===== src/usf_defs.svh =====
// constants for the serial status flag block: offsets, reset values, timing
// assumes a 100 MHz aclk and a 16x oversampled bit clock
`ifndef USF_DEFS_SVH
`define USF_DEFS_SVH

`define USF_OFF_STATUS     4'h0
`define USF_OFF_DATA       4'h4
`define USF_OFF_CTRL       4'h8
`define USF_OFF_BAUD       4'hc

`define USF_RESP_OKAY      2'h0
`define USF_RESP_SLVERR    2'h2

`define USF_CTRL_RESET     8'h00
`define USF_BAUD_RESET     16'h0036
`define USF_FLAGS_RESET    8'hc0

`define USF_TICKS_PER_BIT  16
`define USF_CHAR_BITS_8    10
`define USF_CHAR_BITS_9    11
`define USF_START_FIRST    4'h4
`define USF_START_LAST     4'ha
`define USF_START_MAJ      3'h3
`define USF_BIT_SMP_FIRST  4'h7
`define USF_BIT_SMP_LAST   4'h9
`define USF_BIT_DECIDE     4'ha
`define USF_PH_LAST        4'hf

`endif


===== src/usf_pkg.sv =====
// types for the serial status flag block
// used together with usf_defs.svh
package usf_pkg;

    typedef struct packed {
        logic tx_buffer_empty;
        logic transmit_done;
        logic rx_buffer_full;
        logic idle_flag;
        logic overrun_flag;
        logic noise_flag;
        logic framing_error_flag;
        logic parity_error_flag;
    } usf_flags_s;

    typedef struct packed {
        logic tx_empty_irq_enable;
        logic rsvd;
        logic nine_bit;
        logic queue_break;
        logic tx_on;
        logic idle_count_after_stop;
        logic parity_on;
        logic parity_odd_select;
    } usf_ctrl_s;

    typedef enum logic [1:0] {
        USF_RX_IDLE  = 2'b00,
        USF_RX_START = 2'b01,
        USF_RX_DATA  = 2'b10,
        USF_RX_STOP  = 2'b11
    } usf_rx_state_e;

    typedef enum logic [0:0] {
        USF_TX_IDLE = 1'b0,
        USF_TX_SEND = 1'b1
    } usf_tx_state_e;

endpackage


===== src/usf_status_flags.sv =====
// serial port core with its status flag register, reached over AXI4-Lite
// assumes rxd synchronous to aclk; one write and one read in flight at most
//
// What this block does
// - status register is read-only; writes change nothing, flags clear by sequences only
// - tx buffer empty sets at reset and when buffer moves to shifter
// - status read seeing tx empty, then data write, clears tx empty
// - transmit done sets at reset and when buffer empty and nothing sending
// - armed transmit done clears on data write, tx enable rise, or break write
// - rx full sets on character load; armed status read then data read clears
// - idle sets after line high for 10 bit times, 11 with nine bits
// - idle-type 0 counts idle time from right after the start bit
// - idle-type 1 counts idle time only after the stop bit
// - armed status read then data read clears idle
// - idle sets once, then waits for a new received character
// - overrun sets when new character finds buffer unread; new character discarded
// - armed status read then data read clears overrun
// - seven start samples, three per bit; disagreement sets noise with rx full
// - status read then data read clears noise
// - low stop bit sets framing error with rx full
// - armed status read then data read clears framing error
// - parity mismatch sets parity error with rx full when parity on
// - status read then data read clears parity error
// - parity even for select 0, odd for 1, counting the parity bit
// - interrupt request while tx empty is set and its enable is on
//
// Our own choices: the placing of the registers and the AXI4-Lite interface to the registers.
`include "usf_defs.svh"
`timescale 1ns/10ps
`default_nettype none

module usf_status_flags
    import usf_pkg::*;
(
    input  wire logic        aclk,
    input  wire logic        aresetn,
    input  wire logic [3:0]  s_axi_awaddr,
    input  wire logic        s_axi_awvalid,
    output logic             s_axi_awready,
    input  wire logic [31:0] s_axi_wdata,
    input  wire logic [3:0]  s_axi_wstrb,
    input  wire logic        s_axi_wvalid,
    output logic             s_axi_wready,
    output logic [1:0]       s_axi_bresp,
    output logic             s_axi_bvalid,
    input  wire logic        s_axi_bready,
    input  wire logic [3:0]  s_axi_araddr,
    input  wire logic        s_axi_arvalid,
    output logic             s_axi_arready,
    output logic [31:0]      s_axi_rdata,
    output logic [1:0]       s_axi_rresp,
    output logic             s_axi_rvalid,
    input  wire logic        s_axi_rready,
    input  wire logic        rxd,
    output logic             txd,
    output logic             irq_tx_empty
);

    usf_flags_s    flags;
    usf_flags_s    arm;
    usf_ctrl_s     ctrl;
    logic [15:0]   baud_div;
    logic [15:0]   baud_cnt;
    logic          tick;
    logic          aw_hold;
    logic          w_hold;
    logic [3:0]    aw_addr;
    logic [31:0]   w_data;
    logic [3:0]    w_strb;
    logic          wr_go;
    logic          rd_go;
    logic          wr_lane0;
    logic          data_wr;
    logic          ctrl_wr;
    logic          status_rd;
    logic          data_rd;
    usf_ctrl_s     wr_ctrl;
    logic          pre_start;
    logic          brk_wr1;
    usf_rx_state_e rx_state;
    logic [3:0]    rx_ph;
    logic [3:0]    rx_bit;
    logic [2:0]    rx_ones;
    logic [2:0]    rx_smp;
    logic [8:0]    rx_sh;
    logic          rx_noise;
    logic          rx_done;
    logic          rx_fe;
    logic          rx_nf;
    logic [8:0]    rx_data;
    logic          smp_maj;
    logic          smp_dis;
    logic [8:0]    rx_word;
    logic          rx_par_err;
    logic [7:0]    idle_cnt;
    logic [7:0]    idle_thr;
    logic          idle_hit;
    logic          idle_armed;
    usf_tx_state_e tx_state;
    logic [3:0]    tx_ph;
    logic [3:0]    tx_cnt;
    logic [10:0]   tx_sh;
    logic [8:0]    tx_buf;
    logic          buf_valid;
    logic          pre_pend;
    logic          tx_go;
    logic          ld_pre;
    logic          ld_dat;
    logic          ld_brk;
    logic [8:0]    tx_word;
    logic [10:0]   tx_frame;
    logic [3:0]    tx_len;
    logic          tc_set;
    logic [5:0]    rx_clr;

    // bus slave handshakes
    assign s_axi_awready = ~aw_hold & ~s_axi_bvalid;
    assign s_axi_wready  = ~w_hold & ~s_axi_bvalid;
    assign s_axi_arready = ~s_axi_rvalid;
    assign wr_go         = aw_hold & w_hold & ~s_axi_bvalid;
    assign rd_go         = s_axi_arvalid & ~s_axi_rvalid;
    assign wr_lane0      = wr_go & w_strb[0];
    assign data_wr       = wr_lane0 & (aw_addr == `USF_OFF_DATA);
    assign ctrl_wr       = wr_lane0 & (aw_addr == `USF_OFF_CTRL);
    assign status_rd     = rd_go & ({s_axi_araddr[3:2], 2'b00} == `USF_OFF_STATUS);
    assign data_rd       = rd_go & ({s_axi_araddr[3:2], 2'b00} == `USF_OFF_DATA);
    assign wr_ctrl       = usf_ctrl_s'(w_data[7:0]);
    assign pre_start     = ctrl_wr & wr_ctrl.tx_on & ~ctrl.tx_on;
    assign brk_wr1       = ctrl_wr & wr_ctrl.queue_break;

    always_ff @(posedge aclk)
    begin
        if (!aresetn)
        begin
            aw_hold <= 1'b0;
            w_hold  <= 1'b0;
            aw_addr <= 4'h0;
            w_data  <= 32'h0;
            w_strb  <= 4'h0;
        end
        else
        begin
            if (s_axi_awvalid && s_axi_awready)
            begin
                aw_hold <= 1'b1;
                aw_addr <= {s_axi_awaddr[3:2], 2'b00};
            end
            else if (wr_go)
                aw_hold <= 1'b0;
            if (s_axi_wvalid && s_axi_wready)
            begin
                w_hold <= 1'b1;
                w_data <= s_axi_wdata;
                w_strb <= s_axi_wstrb;
            end
            else if (wr_go)
                w_hold <= 1'b0;
        end
    end

    // write response; status writes answer okay and do nothing
    always_ff @(posedge aclk)
    begin
        if (!aresetn)
        begin
            s_axi_bvalid <= 1'b0;
            s_axi_bresp  <= `USF_RESP_OKAY;
        end
        else if (wr_go)
        begin
            s_axi_bvalid <= 1'b1;
            case (aw_addr)
                `USF_OFF_STATUS, `USF_OFF_DATA,
                `USF_OFF_CTRL, `USF_OFF_BAUD: s_axi_bresp <= `USF_RESP_OKAY;
                default:                      s_axi_bresp <= `USF_RESP_SLVERR;
            endcase
        end
        else if (s_axi_bready)
            s_axi_bvalid <= 1'b0;
    end

    // read data, taken at the address edge
    always_ff @(posedge aclk)
    begin
        if (!aresetn)
        begin
            s_axi_rvalid <= 1'b0;
            s_axi_rdata  <= 32'h0;
            s_axi_rresp  <= `USF_RESP_OKAY;
        end
        else if (rd_go)
        begin
            s_axi_rvalid <= 1'b1;
            s_axi_rresp  <= `USF_RESP_OKAY;
            case ({s_axi_araddr[3:2], 2'b00})
                `USF_OFF_STATUS: s_axi_rdata <= {24'h0, flags};
                `USF_OFF_DATA:   s_axi_rdata <= {23'h0, rx_data};
                `USF_OFF_CTRL:   s_axi_rdata <= {24'h0, ctrl};
                `USF_OFF_BAUD:   s_axi_rdata <= {16'h0, baud_div};
                default:
                begin
                    s_axi_rdata <= 32'h0;
                    s_axi_rresp <= `USF_RESP_SLVERR;
                end
            endcase
        end
        else if (s_axi_rready)
            s_axi_rvalid <= 1'b0;
    end

    // software registers
    always_ff @(posedge aclk)
    begin
        if (!aresetn)
        begin
            ctrl     <= usf_ctrl_s'(`USF_CTRL_RESET);
            baud_div <= `USF_BAUD_RESET;
        end
        else
        begin
            if (ctrl_wr)
            begin
                ctrl      <= wr_ctrl;
                ctrl.rsvd <= 1'b0;
            end
            if (wr_go && (aw_addr == `USF_OFF_BAUD) && (&w_strb[1:0]))
                baud_div <= w_data[15:0];
        end
    end

    // 16x bit clock
    assign tick = (baud_cnt >= baud_div);

    always_ff @(posedge aclk)
    begin
        if (!aresetn)
            baud_cnt <= 16'h0;
        else if (tick)
            baud_cnt <= 16'h0;
        else
            baud_cnt <= baud_cnt + 16'h1;
    end

    // receiver
    assign smp_maj    = (rx_smp[0] & rx_smp[1]) | (rx_smp[0] & rx_smp[2]) | (rx_smp[1] & rx_smp[2]);
    assign smp_dis    = (|rx_smp) & ~(&rx_smp);
    assign rx_word    = ctrl.nine_bit ? rx_sh : {1'b0, rx_sh[8:1]};
    assign rx_par_err = ctrl.parity_on & ((^rx_word) ^ ctrl.parity_odd_select);

    always_ff @(posedge aclk)
    begin
        if (!aresetn)
        begin
            rx_state <= USF_RX_IDLE;
            rx_ph    <= 4'h0;
            rx_bit   <= 4'h0;
            rx_ones  <= 3'h0;
            rx_smp   <= 3'h0;
            rx_sh    <= 9'h0;
            rx_noise <= 1'b0;
            rx_done  <= 1'b0;
            rx_fe    <= 1'b0;
            rx_nf    <= 1'b0;
        end
        else
        begin
            rx_done <= 1'b0;
            if (tick)
            begin
                case (rx_state)
                    USF_RX_IDLE:
                    begin
                        if (!rxd)
                        begin
                            rx_state <= USF_RX_START;
                            rx_ph    <= 4'h1;
                            rx_ones  <= 3'h0;
                        end
                    end
                    USF_RX_START:
                    begin
                        rx_ph <= rx_ph + 4'h1;
                        if (rx_ph >= `USF_START_FIRST && rx_ph <= `USF_START_LAST)
                            rx_ones <= rx_ones + {2'b00, rxd};
                        if (rx_ph == `USF_PH_LAST)
                        begin
                            if (rx_ones > `USF_START_MAJ)
                                rx_state <= USF_RX_IDLE;
                            else
                            begin
                                rx_state <= USF_RX_DATA;
                                rx_bit   <= 4'h0;
                                rx_noise <= (rx_ones != 3'h0);
                            end
                        end
                    end
                    USF_RX_DATA, USF_RX_STOP:
                    begin
                        rx_ph <= rx_ph + 4'h1;
                        if (rx_ph >= `USF_BIT_SMP_FIRST && rx_ph <= `USF_BIT_SMP_LAST)
                            rx_smp <= {rx_smp[1:0], rxd};
                        if (rx_ph == `USF_BIT_DECIDE && rx_state == USF_RX_DATA)
                        begin
                            rx_sh    <= {smp_maj, rx_sh[8:1]};
                            rx_noise <= rx_noise | smp_dis;
                        end
                        if (rx_ph == `USF_BIT_DECIDE && rx_state == USF_RX_STOP)
                        begin
                            rx_done <= 1'b1;
                            rx_fe   <= ~smp_maj;
                            rx_nf   <= rx_noise | smp_dis;
                        end
                        if (rx_ph == `USF_PH_LAST)
                        begin
                            if (rx_state == USF_RX_STOP)
                                rx_state <= USF_RX_IDLE;
                            else if (rx_bit == (ctrl.nine_bit ? 4'h8 : 4'h7))
                                rx_state <= USF_RX_STOP;
                            else
                                rx_bit <= rx_bit + 4'h1;
                        end
                    end
                    default: rx_state <= USF_RX_IDLE;
                endcase
            end
        end
    end

    // idle line detection
    assign idle_thr = ctrl.nine_bit ? 8'(`USF_CHAR_BITS_9 * `USF_TICKS_PER_BIT)
                                    : 8'(`USF_CHAR_BITS_8 * `USF_TICKS_PER_BIT);
    assign idle_hit = tick & rxd & (idle_cnt == idle_thr - 8'h1);

    always_ff @(posedge aclk)
    begin
        if (!aresetn)
            idle_cnt <= 8'h0;
        else if (tick)
        begin
            if (!rxd || rx_state == USF_RX_START)
                idle_cnt <= 8'h0;
            else if (ctrl.idle_count_after_stop && rx_state != USF_RX_IDLE)
                idle_cnt <= 8'h0;
            else if (idle_cnt != idle_thr)
                idle_cnt <= idle_cnt + 8'h1;
        end
    end

    always_ff @(posedge aclk)
    begin
        if (!aresetn)
            idle_armed <= 1'b0;
        else if (rx_done && !flags.rx_buffer_full)
            idle_armed <= 1'b1;
        else if (idle_hit)
            idle_armed <= 1'b0;
    end

    // receive data register; an overrun keeps the old character
    always_ff @(posedge aclk)
    begin
        if (!aresetn)
            rx_data <= 9'h0;
        else if (rx_done && !flags.rx_buffer_full)
            rx_data <= rx_word;
    end

    // transmitter
    assign tx_go    = (tx_state == USF_TX_IDLE) & ctrl.tx_on;
    assign ld_pre   = tx_go & pre_pend;
    assign ld_dat   = tx_go & ~pre_pend & buf_valid;
    assign ld_brk   = tx_go & ~pre_pend & ~buf_valid & ctrl.queue_break;
    assign tx_len   = ctrl.nine_bit ? 4'(`USF_CHAR_BITS_9) : 4'(`USF_CHAR_BITS_8);
    assign tx_word  = ctrl.nine_bit ? {tx_buf[8] ^ (ctrl.parity_on & (^tx_buf ^ ctrl.parity_odd_select)),
                                       tx_buf[7:0]}
                                    : {1'b0, tx_buf[7] ^ (ctrl.parity_on
                                       & (^tx_buf[7:0] ^ ctrl.parity_odd_select)), tx_buf[6:0]};
    assign tx_frame = ctrl.nine_bit ? {1'b1, tx_word, 1'b0} : {2'b11, tx_word[7:0], 1'b0};

    always_ff @(posedge aclk)
    begin
        if (!aresetn)
        begin
            tx_state <= USF_TX_IDLE;
            tx_ph    <= 4'h0;
            tx_cnt   <= 4'h0;
            tx_sh    <= 11'h7ff;
            txd      <= 1'b1;
        end
        else
        begin
            txd <= (tx_state == USF_TX_SEND) ? tx_sh[0] : 1'b1;
            case (tx_state)
                USF_TX_IDLE:
                begin
                    if (ld_pre || ld_dat || ld_brk)
                    begin
                        tx_state <= USF_TX_SEND;
                        tx_ph    <= 4'h0;
                        tx_cnt   <= 4'h0;
                        tx_sh    <= ld_pre ? 11'h7ff : (ld_dat ? tx_frame : 11'h000);
                    end
                end
                USF_TX_SEND:
                begin
                    if (tick)
                    begin
                        tx_ph <= tx_ph + 4'h1;
                        if (tx_ph == `USF_PH_LAST)
                        begin
                            tx_sh <= {1'b1, tx_sh[10:1]};
                            if (tx_cnt == tx_len - 4'h1)
                                tx_state <= USF_TX_IDLE;
                            else
                                tx_cnt <= tx_cnt + 4'h1;
                        end
                    end
                end
                default: tx_state <= USF_TX_IDLE;
            endcase
        end
    end

    always_ff @(posedge aclk)
    begin
        if (!aresetn)
        begin
            tx_buf    <= 9'h0;
            buf_valid <= 1'b0;
            pre_pend  <= 1'b0;
        end
        else
        begin
            if (data_wr)
                tx_buf <= {w_strb[1] & w_data[8], w_data[7:0]};
            buf_valid <= data_wr | (buf_valid & ~ld_dat);
            pre_pend  <= pre_start | (pre_pend & ~ld_pre);
        end
    end

    // status flags: set wins over clear, except transmit done, where a data write, tx enable rise or break write wins
    assign tc_set = flags.tx_buffer_empty & (tx_state == USF_TX_IDLE) & ~pre_pend
                    & ~buf_valid & ~(ctrl.queue_break & ctrl.tx_on)
                    & ~pre_start & ~brk_wr1 & ~data_wr;
    assign rx_clr = data_rd ? arm[5:0] : 6'h00;

    always_ff @(posedge aclk)
    begin
        if (!aresetn)
            flags <= usf_flags_s'(`USF_FLAGS_RESET);
        else
        begin
            flags.tx_buffer_empty <= ld_dat
                | (flags.tx_buffer_empty & ~(data_wr & arm.tx_buffer_empty));
            flags.transmit_done <= tc_set
                | (flags.transmit_done & ~(arm.transmit_done
                   & (data_wr | pre_start | brk_wr1)));
            flags.rx_buffer_full <= (rx_done & ~flags.rx_buffer_full)
                | (flags.rx_buffer_full & ~rx_clr[5]);
            flags.idle_flag <= (idle_hit & idle_armed)
                | (flags.idle_flag & ~rx_clr[4]);
            flags.overrun_flag <= (rx_done & flags.rx_buffer_full)
                | (flags.overrun_flag & ~rx_clr[3]);
            flags.noise_flag <= (rx_done & ~flags.rx_buffer_full & rx_nf)
                | (flags.noise_flag & ~rx_clr[2]);
            flags.framing_error_flag <= (rx_done & ~flags.rx_buffer_full & rx_fe)
                | (flags.framing_error_flag & ~rx_clr[1]);
            flags.parity_error_flag <= (rx_done & ~flags.rx_buffer_full & rx_par_err)
                | (flags.parity_error_flag & ~rx_clr[0]);
        end
    end

    // arming snapshot taken at each status read
    always_ff @(posedge aclk)
    begin
        if (!aresetn)
            arm <= usf_flags_s'(8'h00);
        else if (status_rd)
            arm <= flags;
        else
        begin
            arm[5:0] <= arm[5:0] & ~rx_clr;
            if (data_wr)
                arm.tx_buffer_empty <= 1'b0;
            if (data_wr || pre_start || brk_wr1)
                arm.transmit_done <= 1'b0;
        end
    end

    always_ff @(posedge aclk)
    begin
        if (!aresetn)
            irq_tx_empty <= 1'b0;
        else
            irq_tx_empty <= flags.tx_buffer_empty & ctrl.tx_empty_irq_enable;
    end

endmodule

`default_nettype wire


===== config.mk =====
export PLATFORM = sky130hd
export DESIGN_NAME = usf_status_flags
export DESIGN_NICKNAME = d
export VERILOG_FILES = /design/src/usf_pkg.sv /design/src/usf_status_flags.sv
export VERILOG_INCLUDE_DIRS = /design/src
export SDC_FILE = /design/constraint.sdc
export NUM_CORES = 1
export LEC_CHECK = 0
export BUFFER_PORTS_ARGS = -buffer_cell sky130_fd_sc_hd__buf_4
export CAP_MARGIN = 20
export CORE_MARGIN = 2
export CORE_UTILIZATION = 29
export CTS_CLUSTER_SIZE = 12
export DETAILED_ROUTE_END_ITERATION = 16
export SYNTH_ARGS = -nofsm -noshare
export SYNTH_HDL_FRONTEND = slang
export SYNTH_SLANG_ARGS = --single-unit

===== constraint.sdc =====
create_clock -name aclk -period 2.76 [get_ports aclk]
set_input_delay 0.276 -clock aclk [delete_from_list [all_inputs] [get_ports aclk]]
set_output_delay 0.276 -clock aclk [all_outputs]
set_load 0.01 [all_outputs]

== Word level (Yosys, flattened, before mapping) ==
Cells that the tools add are included.

* Register bits after elaboration: 193
* Input bits: 52
* Word-level logic and storage cells: 325

* Muxes and demuxes: 65
* Bitwise gates (word level): 104
* Magnitude comparators: 6
* Reductions and logical operators: 56
* $add $sub $neg: 9
* Equal/unequal tests: 29

{| class="wikitable"
|+ Operators with widths
! kind !! count
|-
| $pmux W32 S4 || 1
|-
| $and A1 B1 Y1 || 56
|-
| $mux W11 || 5
|-
| $mux W4 || 12
|-
| $mux W8 || 4
|-
| $pmux W4 S2 || 4
|-
| $not A1 Y1 || 26
|-
| $pmux W11 S2 || 1
|-
| $mux W1 || 20
|-
| $ne A2 B2 Y1 const B || 10
|-
| $reduce_bool A2 Y1 || 10
|-
| $mux W9 || 2
|-
| $reduce_and A3 Y1 || 6
|-
| $reduce_xor A9 Y1 || 2
|-
| $add A16 B1 Y16 const B || 1
|-
| $add A4 B1 Y4 const B || 4
|-
| $ge A16 B16 Y1 || 1
|-
| $or A1 B1 Y1 || 15
|-
| $mux W2 || 7
|-
| $eq A2 B2 Y1 const B || 6
|-
| $eq A4 B4 Y1 const B || 3
|-
| $logic_and A1 B1 Y1 || 10
|-
| $mux W10 || 1
|-
| $reduce_and A2 Y1 || 5
|-
| other kinds (34) || 57
|}

== Depth between registers and ports, before layout ==
Gate-level depths: netlist of run 1.

* Depth after elaboration: 12
* Gate-level depth with buffers: 11

== Least setup slack after synthesis of run 1 ==
Ideal clock, no wire load.

* Path type: register to register
* Start point: reg baud_div[15]
* End point: reg tx_cnt[1]
* Required time: 2643 ps
* Arrival time: 1960 ps
* Clock period less this slack: 2078 ps
* Path buffers: 1
* Setup slack: 682 ps
* Stages on the path, launching flop included: 10
* Cells stage by stage: dfxtp_1 -> inv_1 -> ha_1 -> nand4_1 -> nor4_2 -> a21oi_2 -> a31oi_2 -> buf_2 -> nand2_1 -> a32o_1

* Cells in the longest elaborated chain, start to end: 3

{| class="wikitable"
|+ Ends and longest elaborated chain
! what !! line !! source
|-
| from (decl) || usf_status_flags.sv:62 || <nowiki>logic [15:0] baud_div;</nowiki>
|-
| from (signal assigned) || usf_status_flags.sv:217 || <nowiki>baud_div <= `USF_BAUD_RESET;</nowiki>
|-
| from (signal assigned) || usf_status_flags.sv:227 || <nowiki>baud_div <= w_data[15:0];</nowiki>
|-
| $ge A16 B16 Y1 || usf_status_flags.sv:232 || <nowiki>assign tick = (baud_cnt >= baud_div);</nowiki>
|-
| $ne A2 B2 Y1 (no source line) || - ||
|-
| $reduce_and A4 Y1 (no source line) || - ||
|-
| to (signal assigned) || usf_status_flags.sv:415 || <nowiki>tx_cnt <= tx_cnt + 4'h1;</nowiki>
|-
| to (decl) || usf_status_flags.sv:101 || <nowiki>logic [3:0] tx_cnt;</nowiki>
|}

Every way passes these cells.
A chain may end at the register's enable or synchronous reset.

== Worst setup path in the final report of run 1 ==
* Start point: reg baud_div[7]
* End point: reg rx_bit[2]

* Cells in the longest elaborated chain, start to end: 2

{| class="wikitable"
|+ Ends and longest elaborated chain
! what !! line !! source
|-
| $ge A16 B16 Y1 || usf_status_flags.sv:232 ||
|-
| $reduce_and A7 Y1 (no source line) || - ||
|-
| to (signal assigned) || usf_status_flags.sv:320 || <nowiki>rx_bit <= rx_bit + 4'h1;</nowiki>
|-
| to (decl) || usf_status_flags.sv:82 || <nowiki>logic [3:0] rx_bit;</nowiki>
|}

Every way passes these cells.

==> results.txt, run 1 <==
The setup TNS is 0 ns. The area of the die is between 0.02 and 0.03 mm2. The largest fanout of any net on the critical path is 13. The library cell with the largest summed area after synthesis is sky130_fd_sc_hd__dfxtp_1.

The horizontal die dimension is approximately 170 um. Once detail routing completed, the nets flagged for antenna violations numbered 0. The relative slew slack is roughly two fifths. The most used flip-flop cell after synthesis is sky130_fd_sc_hd__dfxtp_1. The clock network latency to the later pin of the worst-skew pair came out at approximately 0.44 ns. The hold violation total from the final report came out at 0. The DRC violation count after routing came out at 0. The total track usage came out at between 10% and 20%. For this design the top-level I/O count stands at 95. The root buffer cell chosen for the clock tree is sky130_fd_sc_hd__clkbuf_16. For this run, the detailed router's first-pass iteration total came to 5. For the worst setup path, the data required time is about 3.1 ns.

The largest buffer count on any clock path is 2. The worst setup path is launched from a flop. The total wirelength of the detailed-routed design came out at 20,000 um. For this run, the register share of the synthesized area comes to between 40% and 50%. Yosys printed 0 warnings.

The proportion of netlist area held by the largest area contributor is 43.0%. The path class of the tightest hold or removal check is input port to flop. For the worst setup path, the data arrival time is between 2 and 3 ns. The met3 usage came out at 2.22%.

The transition time at the pin with the least slew margin came out at 0.889 ns. The number of resized instances in the post-cts repair step is 0. The final count of negative-setup-slack endpoints is 0. Once the floorplan was initialized, standard cells occupied between 20% and 30% of the core. After synthesis the cells add up to around 0.0082 mm2. The number of enable flip-flop cells after synthesis is 0.

The first global-routing pass estimated about 32,000 um of wire. The worst IR drop on VDD is just under 0.4 mV. After clock tree synthesis, the clock-pin slew on the worst setup and hold paths is roughly 0.080 ns. Summed over all cells, the static leakage comes to 3.57 nW.

In this run the post-CTS setup repair buffer count came out at 0. The maximum operating frequency came out at about 0.41 GHz. Setup repair after global routing left no endpoint under its margin. Across all hold checks on the routed design, the worst slack comes to ~0.063 ns.

The placement-stage cell area came out at between 0.008 and 0.009 mm2. During placement, the flow inserted port buffers numbering 53. The number of instances in the synthesized netlist is 985. Summing over every cut layer, the via total after detailed routing is ~6.7k. The core region area is between 0.02 and 0.03 mm2.

The number of pins exceeding their max-slew limit in the final report came out at 0. The count of maximum capacitance violations came out at 0. The flow ran to the end, and the final reports show no timing, DRC or antenna violations.

The async set or reset register ratio after synthesis came out at 0%. The post-DP HPWL is approximately 14,000 um. The layout cell share with drive strength beyond 1 came out at approximately an eighth.

The finished cells cover between 0.009 and 0.01 mm2. Each instance of the synthesized netlist takes up on average 8.31 um2. The total number of nets in the final design came out at between 1k and 1.5k.

The remaining global-route overflow is 0. For this block, the initial DRC count from the detailed router was about 470. The final weighted congestion in routability-driven placement came out at a little over 0.8. The global-route track usage on met2 came out at between 20% and 30%. The number of library cell types mapped by synthesis is 65. The die boundary height came out at 172 um. met2 is the most crowded layer.

At the placement stage, the worst setup path has a slack of ~0.32 ns. The area growth from synthesis to layout is 16.4%. The total power density per cell area came out at between 500 and 600 mW/mm2.

The floorplan has between 60 and 70 rows. The via count normalized by instance count came out at about 4.8. CTS built an H-tree with a depth of 4. For met1 alone, demand over resource in global routing was about a fifth. STA classifies the critical path endpoint as a flop.

In the post-synthesis netlist, the cell with the most instances is sky130_fd_sc_hd__dfxtp_1. The number of sinks on the clock net is about 180. By area the synthesized netlist is led by sky130_fd_sc_hd__dfxtp_1 (43%), sky130_fd_sc_hd__nand2_1 (7.0%), sky130_fd_sc_hd__a21oi_1 (5.9%). The worst clock skew came out at 0.0178 ns. The via count of the first global-routing pass was slightly above 6k.

The ratio of final minimum period to clock period is between 80% and 90%. The wire length per cell after detailed routing is about 14 um. The critical path class is flop to flop. After synthesis, the most frequently instantiated cells are sky130_fd_sc_hd__dfxtp_1 (176), sky130_fd_sc_hd__nand2_1 (153), sky130_fd_sc_hd__nor2_1 (110).

The clock buffer count from CTS is 17. The pin count of the biggest net entering global routing came out at ~80. The number of synthesized register bits came out at approximately 180. The clock tree from TritonCTS is done. The antenna diode instance count came out at 0. The number of antenna violations at the first check in global routing came out at 0.

The smallest clock period supported by the final layout is computed as about 2.5 ns. The worst path meets setup with slightly below 0.3 ns of slack.
==> power by group <==
part	total, mW	internal [mW]	switching, mW	leakage (nW)
logic	0.265	0.101	0.164	1.85
clock network	2.44	1.23	1.21	0.296
registers	2.61	2.58	0.0363	1.42
==> placed cells by master (no fill, tap or decap), drive strengths merged, types with 4 or more instances in the layout <==
| master | synthesis | layout |
|---|---|---|
| o21a | 4 | 4 |
| inv | 35 | 40 |
| a211oi | 15 | 15 |
| and4 | 4 | 4 |
| nand2 | 154 | 154 |
| o21ai | 40 | 40 |
| mux2 | 7 | 7 |
| nand2b | 13 | 13 |
| a21oi | 98 | 98 |
| clkbuf | 40 | 17 |
| and2 | 5 | 5 |
| conb | 1 | 19 |
| dfxtp | 176 | 176 |
| a31oi | 6 | 6 |
| nor2 | 110 | 110 |
| nor2b | 10 | 10 |
| nand3 | 31 | 31 |
| nor3 | 9 | 9 |
| xnor2 | 29 | 29 |
| or3 | 5 | 5 |
| o211ai | 5 | 5 |
| and3 | 17 | 17 |
| nor4 | 7 | 7 |
| xor2 | 7 | 7 |
| ha | 30 | 30 |
| a32o | 4 | 4 |
| nand4 | 6 | 6 |
| buf | 29 | 71 |
| a221o | 6 | 6 |
| mux2i | 31 | 31 |
| a22oi | 18 | 18 |
| clkinv | 0 | 10 |
==> cells by family after synthesis <==
family | count (synthesis) | share of synthesized area (%)
AND/OR/NAND/NOR | 380 | 20.9
AO/OA/AOI/OAI | 218 | 16.5
adder cells (fa/ha/maj) | 31 | 4.71
buffers and inverters | 104 | 5.91
multiplexers | 38 | 4.75
XOR/XNOR | 37 | 4.13
flip-flops | 176 | 43.0
other | 1 | 0.0458
==> timing repair <==
item,4_1_cts,5_1_grt
endpoints found under the hold margin,1,0
endpoints found under the setup margin,0,0
hold buffers,1,0
==> final timing paths <==
path,from,endpoint,slack [ns],cells past startpoint
worst min-delay path,s_axi_awaddr[3],aw_addr[3]$_SDFFE_PN0P_,0.06,3
worst max-delay path,baud_div[7]$_SDFFE_PN0P_,rx_bit[2]$_SDFFE_PN0P_,0.30,10
worst min register to register,s_axi_bresp[1]$_SDFFE_PN0P_,s_axi_bresp[1]$_SDFFE_PN0P_,0.45,2
worst max register to register,baud_div[7]$_SDFFE_PN0P_,rx_bit[2]$_SDFFE_PN0P_,0.30,10
==> per-layer routing <==
layer | wire length [um] | up-vias
li1 | - | 3442
met1 | 9940 | 3149
met2 | 9040 | 122
met3 | 650 | 21
met4 | 341 | 0
met5 | 0 | -
==> registers in the layout (all words and copies together), names as in the netlist, 3 cells and up, named ones only <==
signal	flops
arm	8
tx_ph	4
tx_cnt	4
tx_buf	9
idle_cnt	8
rx_smp	3
baud_cnt	16
flags	8
tx_sh	11
rx_sh	9
baud_div	16
ctrl	7
rx_ph	4
w_data	16
s_axi_rdata	16
rx_bit	4
rx_data	9
rx_ones	3
==> through the flow <==
stage	util (%)	cells	total power, mW
after floorplan	-	1003	2.84
after global placement	32.1	1383	2.94
after CTS	34.3	1416	5.37
after detailed placement	32.1	1383	2.94
final	34.3	1416	5.31
after global routing	34.3	1416	5.51
==> cell type report <==
type                    instances  area, um2
multi-input cells             723       4250
repair buffers                 72        543
clock inverters                15        186
inverters                      35        133
well taps                     378        473
fillers                      2921      18200
clock buffers                  17        425
flip-flops and latches        176       3520
==> worst max-delay path: stages, from the launching register on <==
cell	delay (ns)
sky130_fd_sc_hd__dfxtp_1	0.38
sky130_fd_sc_hd__inv_1	0.07
sky130_fd_sc_hd__ha_1	0.29
sky130_fd_sc_hd__nand2_1	0.07
sky130_fd_sc_hd__o21a_1	0.18
sky130_fd_sc_hd__o221ai_1	0.17
sky130_fd_sc_hd__nand2b_1	0.20
sky130_fd_sc_hd__buf_4	0.25
sky130_fd_sc_hd__a21oi_1	0.36
sky130_fd_sc_hd__a21boi_0	0.17
sky130_fd_sc_hd__o21a_1	0.20
Power figures use the tool's default switching activity.
==> inputs of run 2 (changes only) <==
- GPL_TIMING_DRIVEN: default -> 0
==> run 2 against run 1 <==
  * Via count grew 4.5%
  * Largest cell class unchanged
  * Clock skew up 0.0026 ns
  * Critical endpoint is now rx_sh[5]$_SDFFE_PN0P_
  * Setup slack worse by 0.15 ns
  * First-iteration DRC count up 16%
==> results.txt, run 2 (synthesis results as in run 1) <==
The flow ran to the end, and the final reports show no timing, DRC or antenna violations. The clock buffer count from CTS is 17 (unchanged). The number of antenna violations at the first check in global routing is 0 (unchanged).

The peak per-stage delay on the critical path came out at 0.39 ns (about the same). The die boundary height was 172 um (unchanged). The total power density per cell area is 551 mW/mm2 (-1.2%). The worst IR drop on VDD came out at 0.431 mV (+8.6%). The count of maximum capacitance violations is 0 (unchanged).

The area of the die came out at 0.0296 mm2 (unchanged). The total track usage was 15.5% (+1.7 points). The total number of nets in the final design is 1,157 (+4.5%). The remaining antenna violation count after routing came to 0 (unchanged). The final cell count without fillers came out at 1,466 (+3.5%). The maximum operating frequency is 0.383 GHz (-5.7%).

The ratio of final minimum period to clock period came to 94.6% (+5.4 points). The min-delay analysis places its worst path in the category input port to flop. The final cell area excluding filler cells is 0.00977 mm2 (+2.4%). The placement-stage cell area is 0.00911 mm2 (+2.3%).

Leaving out fill and tap cells, the most frequent cells in the layout are sky130_fd_sc_hd__dfxtp_1 (175), sky130_fd_sc_hd__nand2_1 (153), sky130_fd_sc_hd__nor2_1 (110). The clock transition time at the flip-flop clock pins of the worst setup and hold paths is 0.08 ns (about the same). The core region area came out at 0.0278 mm2 (unchanged). The starting utilization of the core area came out at 29.5% (unchanged). The number of buffers added for setup after CTS came out at 0 (unchanged).

The number of pins exceeding their max-slew limit in the final report is 0 (unchanged). The worst setup path is launched from a flop. The final standard cell utilization of the core is 35.2% (+0.84 points).

The transition time at the pin with the least slew margin is 0.775 ns (-0.113 ns). The largest buffer count on any clock path came to 2 (unchanged). The setup TNS came out at 0 ns (unchanged). The post-DP HPWL is 16,600 um (+19%). The remaining global-route overflow is 0 (unchanged). The required time at the worst-slack endpoint is 3.06 ns (-0.04 ns). The relative slew slack came out at 48.3% (+7.5 points). The antenna diode instance count came out at 0 (unchanged). The hold violation total from the final report is 0 (unchanged). The I/O pin count is 95 (unchanged). The wire length of the first global-routing pass was 35,700 um (+10%).

The pin count of the biggest net entering global routing came out at 19 (-77%). The total power is 5.38 mW (+1.2%). The total number of placement rows is 61 (unchanged).

The clock network latency to the later pin of the worst-skew pair is 0.45 ns (about the same). The largest fanout of any net on the critical path is 10 (-3). The placed instance count is 1,432 (+3.5%). The wire length per cell after detailed routing came out at 15.4 um (+9.1%).

The worst setup margin came out at 0.150 ns (-0.148 ns). The clock tree from TritonCTS is done. STA classifies the critical path endpoint as a flop. The H-tree depth came out at 4 (unchanged). The CTS root buffer is sky130_fd_sc_hd__clkbuf_16. The DRC violation count after routing came out at 0 (unchanged).

The final count of negative-setup-slack endpoints came out at 0 (unchanged). The critical path goes through inv_1, ha_1, nand2_1, o21a_1, o221ai_1, nand2b_2, buf_4, a21oi_2, clkdlybuf4s15_2, mux2i_1, nor2_1. The worst clock skew is 0.0205 ns (+0.00263 ns). The worst endpoint data arrival time came to 2.91 ns (+0.11 ns). The via count of the first global-routing pass came to 6,531 (+6.2%). The DRC violation total after the first TritonRoute iteration is 538 (+16%). The final critical delay including setup and external delays came out at 2.61 ns (+0.148 ns). The number of sinks on the clock net came to 176 (unchanged).

Leaving out fill and tap cells, the most frequent cell in the layout is sky130_fd_sc_hd__dfxtp_1. The final weighted congestion in routability-driven placement came out at 0.834 (+3.4%). The area growth from synthesis to layout came out at 19.3%. The worst hold slack was 0.0690 ns (+0.00590 ns).

The layout cell share with drive strength beyond 1 was 12.7% (+0.64 points). The horizontal die dimension came out at 172 um (unchanged). On the critical path, the stage with the largest delay is an instance of sky130_fd_sc_hd__dfxtp_2. The detailed-route via count came out at 7,040 (+4.5%). The via count normalized by instance count came to 4.80 (+0.98%). The setup path with the least slack is of type flop to flop. Setup repair after global routing left no endpoint under its margin.

The leakage dissipation came out at 3.67 nW (+2.7%). The total wirelength of the detailed-routed design was 22,600 um (+13%). The number of buffers added on ports came out at 51 (-3.8%). The first-pass detailed-route iteration total came out at 5 (unchanged). The post-place setup slack came out at 0.0948 ns (-0.223 ns).
==> run 2: worst paths after layout <==
check / slack (ns) / end / cells past startpoint / start
max: 0.15 / rx_sh[5]$_SDFFE_PN0P_ / 11 / baud_div[7]$_SDFFE_PN0P_
min: 0.07 / aw_addr[2]$_SDFFE_PN0P_ / 3 / s_axi_awaddr[2]
max reg2reg: 0.15 / rx_sh[5]$_SDFFE_PN0P_ / 11 / baud_div[7]$_SDFFE_PN0P_
min reg2reg: 0.45 / s_axi_bresp[1]$_SDFFE_PN0P_ / 2 / s_axi_bresp[1]$_SDFFE_PN0P_
==> run 2: layout make-up <==
| cell class | instances | area, um2 |
|---|---|---|
| fillers | 2952 | 18000 |
| multi-input cells | 723 | 4280 |
| flip-flops and latches | 176 | 3520 |
| well taps | 378 | 473 |
| clock buffers | 17 | 425 |
| repair buffers | 53 | 404 |
| plain buffers | 69 | 357 |
| clock inverters | 15 | 170 |
| inverters | 35 | 131 |
==> run 2: per-layer routing <==
layer  GRT usage (%)  vias up  part of all wire, %
met4            4.49        0                  1.7
met3            2.79       24                  3.7
met5               0        -                    0
li1                -     3538                    -
met1            20.6     3337                   47
met2            25.6      141                   47
==> run 2: repair_timing <==
item                                    in CTS  in global routing
gates resized for setup                      0                 11
endpoints found under the setup margin       0                 40
endpoints found under the hold margin        1                  0
hold buffers                                 1                  0
==> run 2: worst max-delay path: cells and delay by family (launching register included) <==
family	cells	cell delay [ns]
simple gates	3	0.36
flops	1	0.39
compound gates	3	0.59
fa+ha+maj	1	0.30
buf+inv	3	0.63
mux	1	0.19
==> run 2: power breakdown <==
part,internal (mW),switching [mW]
Clock,1.29,1.17
Combinational,0.119,0.186
Sequential,2.58,0.0358
==> inputs of run 3 (changes only) <==
- CELL_PAD_IN_SITES_DETAIL_PLACEMENT: default -> 1
- CELL_PAD_IN_SITES_GLOBAL_PLACEMENT: default -> 2
- PLACE_DENSITY_LB_ADDON: default -> 0.1
==> run 3 against run 2 <==
  * Non-clock buffer count unchanged
  * Die area unchanged
  * Final cell count unchanged
  * Combinational power increased by 3%
  * Wire length increased by 15%
  * Global-route usage increased by 3.0 points
  * Fmax about the same
  * Hold slack got worse by 0.0012 ns
  * Clock power about the same
  * Final area about the same
  * Critical path type unchanged
  * Critical endpoint is now rx_smp[2]$_SDFFE_PN0P_
  * Highest routed layer unchanged
==> results.txt, run 3 (synthesis results as in run 1) <==
The flow ran to the end, and the final reports show no timing, DRC or antenna violations. The horizontal die dimension came out at 172 um (unchanged). The required time at the worst-slack endpoint is 3.06 ns (about the same). The final weighted congestion in routability-driven placement is 0.765 (-8.3%). Leaving out fill and tap cells, the most frequent cells in the layout are sky130_fd_sc_hd__dfxtp_1 (176), sky130_fd_sc_hd__nand2_1 (152), sky130_fd_sc_hd__nor2_1 (110). The total number of placement rows came to 61 (unchanged). The post-place setup slack is -0.0431 ns (-0.138 ns). The critical path startpoint category is a flop. The total number of nets in the final design is 1,157 (unchanged). The maximum operating frequency came out at 0.383 GHz (about the same). The placed instance count came out at 1,432 (unchanged).

The number of antenna violations at the first check in global routing is 0 (unchanged). The starting utilization of the core area is 29.5% (unchanged). The first-pass detailed-route iteration total came out at 5 (unchanged).

TritonCTS built the clock tree. The leakage dissipation is 3.67 nW (+0.13%). The global routing stage identified its most utilized layer as met2.

The min-delay analysis places its worst path in the category input port to flop. The die boundary height came out at 172 um (unchanged). The H-tree depth came out at 4 (unchanged).

The count of maximum capacitance violations came out at 0 (unchanged). The DRC violation count after routing was 0 (unchanged). The transition time at the pin with the least slew margin came out at 0.877 ns (+0.102 ns). The antenna diode instance count came out at 0 (unchanged).

The total power is 5.38 mW (about the same). STA classifies the critical path endpoint as a flop. The global-route track usage on met2 was 28.7% (+3.1 points). The number of pins exceeding their max-slew limit in the final report came to 0 (unchanged). The met3 usage is 2.98% (+0.18 points).

The most common cell after layout, fill and taps aside is sky130_fd_sc_hd__dfxtp_1. The clock network latency to the later pin of the worst-skew pair came out at 0.45 ns (about the same). The worst setup margin is 0.151 ns (+0.000759 ns). The number of buffers added on ports came out at 51 (unchanged). The worst clock skew is 0.0209 ns (+0.000465 ns). The fill cell total of the finished layout was 3,324 (+13%).

The ratio of final minimum period to clock period came out at 94.5% (about the same). The core region area came to 0.0278 mm2 (unchanged). The wire length per cell after detailed routing is 17.8 um (+15%). The via count normalized by instance count is 4.79 (-0.16%). The CTS root buffer is sky130_fd_sc_hd__clkbuf_16. The worst IR drop on VDD came out at 0.354 mV (-18%). The wire length of the first global-routing pass came out at 41,300 um (+16%). The largest fanout of any net on the critical path came out at 6 (-4). The area of the die was 0.0296 mm2 (unchanged).

The total power density per cell area is 551 mW/mm2 (about the same). The final count of negative-setup-slack endpoints came to 0 (unchanged). The total track usage is 18.5% (+3.0 points). The area growth from synthesis to layout is 19.3% (about the same). The remaining global-route overflow is 0 (unchanged). The DRC violation total after the first TritonRoute iteration came out at 461 (-14%). The final cell count without fillers is 1,466 (unchanged). The global-route met1 utilization came out at 27.3% (+6.7 points). The final critical delay including setup and external delays is 2.61 ns (-0.000759 ns).

The total wirelength of the detailed-routed design came out at 26,100 um (+15%). The clock transition time at the flip-flop clock pins of the worst setup and hold paths was 0.09 ns (about the same). The area of the multi-input gates came out at 0.00429 mm2 (+0.23%). The via count of the first global-routing pass was 7,033 (+7.7%). The total area of sequential cells came out at 0.00352 mm2 (about the same).

The relative slew slack came out at 41.5% (-6.8 points). The remaining antenna violation count after routing is 0 (unchanged). The clock buffer count from CTS is 17 (unchanged).

The layout cell share with drive strength beyond 1 came out at 12.6% (-0.092 points). The worst endpoint data arrival time is 2.91 ns (about the same). The pin count of the biggest net entering global routing is 20 (+1). The setup TNS came to 0 ns (unchanged). The hold violation total from the final report is 0 (unchanged). The largest buffer count on any clock path is 2 (unchanged). The post-DP HPWL is 19,600 um (+18%). The setup path with the least slack is of type flop to flop. The worst hold slack came out at 0.0678 ns (-0.00116 ns). The detailed-route via count came out at 7,029 (-0.16%). The I/O pin count is 95 (unchanged). The number of sinks on the clock net came out at 176 (unchanged).
## run 3: cell type report
class                   instances  area share [%]
multi-input cells             723            43.9
repair buffers                 53            4.10
clock buffers                  18            4.39
well taps                     378            4.84
flip-flops and latches        176            36.1
plain buffers                  69            3.65
clock inverters                14            1.73
inverters                      35            1.34
## run 3: path summary, 6_finish.rpt
kind	from	endpoint	slack, ns	depth (start not counted)
hold / removal	s_axi_wdata[13]	w_data[13]$_SDFFE_PN0P_	0.07	3
hold reg to reg	tx_sh[0]$_SDFFE_PN1P_	txd$_SDFF_PN1_	0.45	1
setup / recovery	baud_div[8]$_SDFFE_PN0P_	rx_smp[2]$_SDFFE_PN0P_	0.15	9
setup reg to reg	baud_div[8]$_SDFFE_PN0P_	rx_smp[2]$_SDFFE_PN0P_	0.15	9
## run 3: critical path: stages (launching register included)
cell and delay (ns):
sky130_fd_sc_hd__dfxtp_1 0.42, sky130_fd_sc_hd__inv_1 0.07, sky130_fd_sc_hd__ha_1 0.28, sky130_fd_sc_hd__nand4_1 0.18
sky130_fd_sc_hd__nor4_4 0.36, sky130_fd_sc_hd__a21oi_4 0.17, sky130_fd_sc_hd__buf_4 0.17, sky130_fd_sc_hd__a221oi_2 0.52
sky130_fd_sc_hd__mux2i_1 0.25, sky130_fd_sc_hd__nor2_1 0.05
## run 3: report_power, final
group	leakage, nW	switching [mW]	internal [mW]	total (mW)
clock	0.288	1.23	1.23	2.46
combinational	1.96	0.194	0.120	0.313
sequential	1.42	0.0393	2.58	2.61
## run 3: routing by layer
| layer | wire (um) | vias to the layer above |
|---|---|---|
| li1 | - | 3536 |
| met1 | 13900 | 3399 |
| met2 | 11500 | 88 |
| met3 | 569 | 6 |
| met4 | 131 | 0 |
| met5 | 0 | - |
## run 3: what timing repair did
action / in CTS / in global routing
endpoints found under the setup margin: 20 / 22
hold buffers: 1 / 0
gates resized for setup: 3 / 8
hold endpoints to repair: 1 / 0
setup buffers: 0 / 1
pin swaps: 0 / 1
## run 3: metrics by stage
stage                     util [%]  area (um2)
after floorplan                  -        8260
after global placement        32.8        9110
after detailed placement      32.8        9110
after CTS                     35.0        9730
after global routing          35.2        9770
final                         35.2        9770
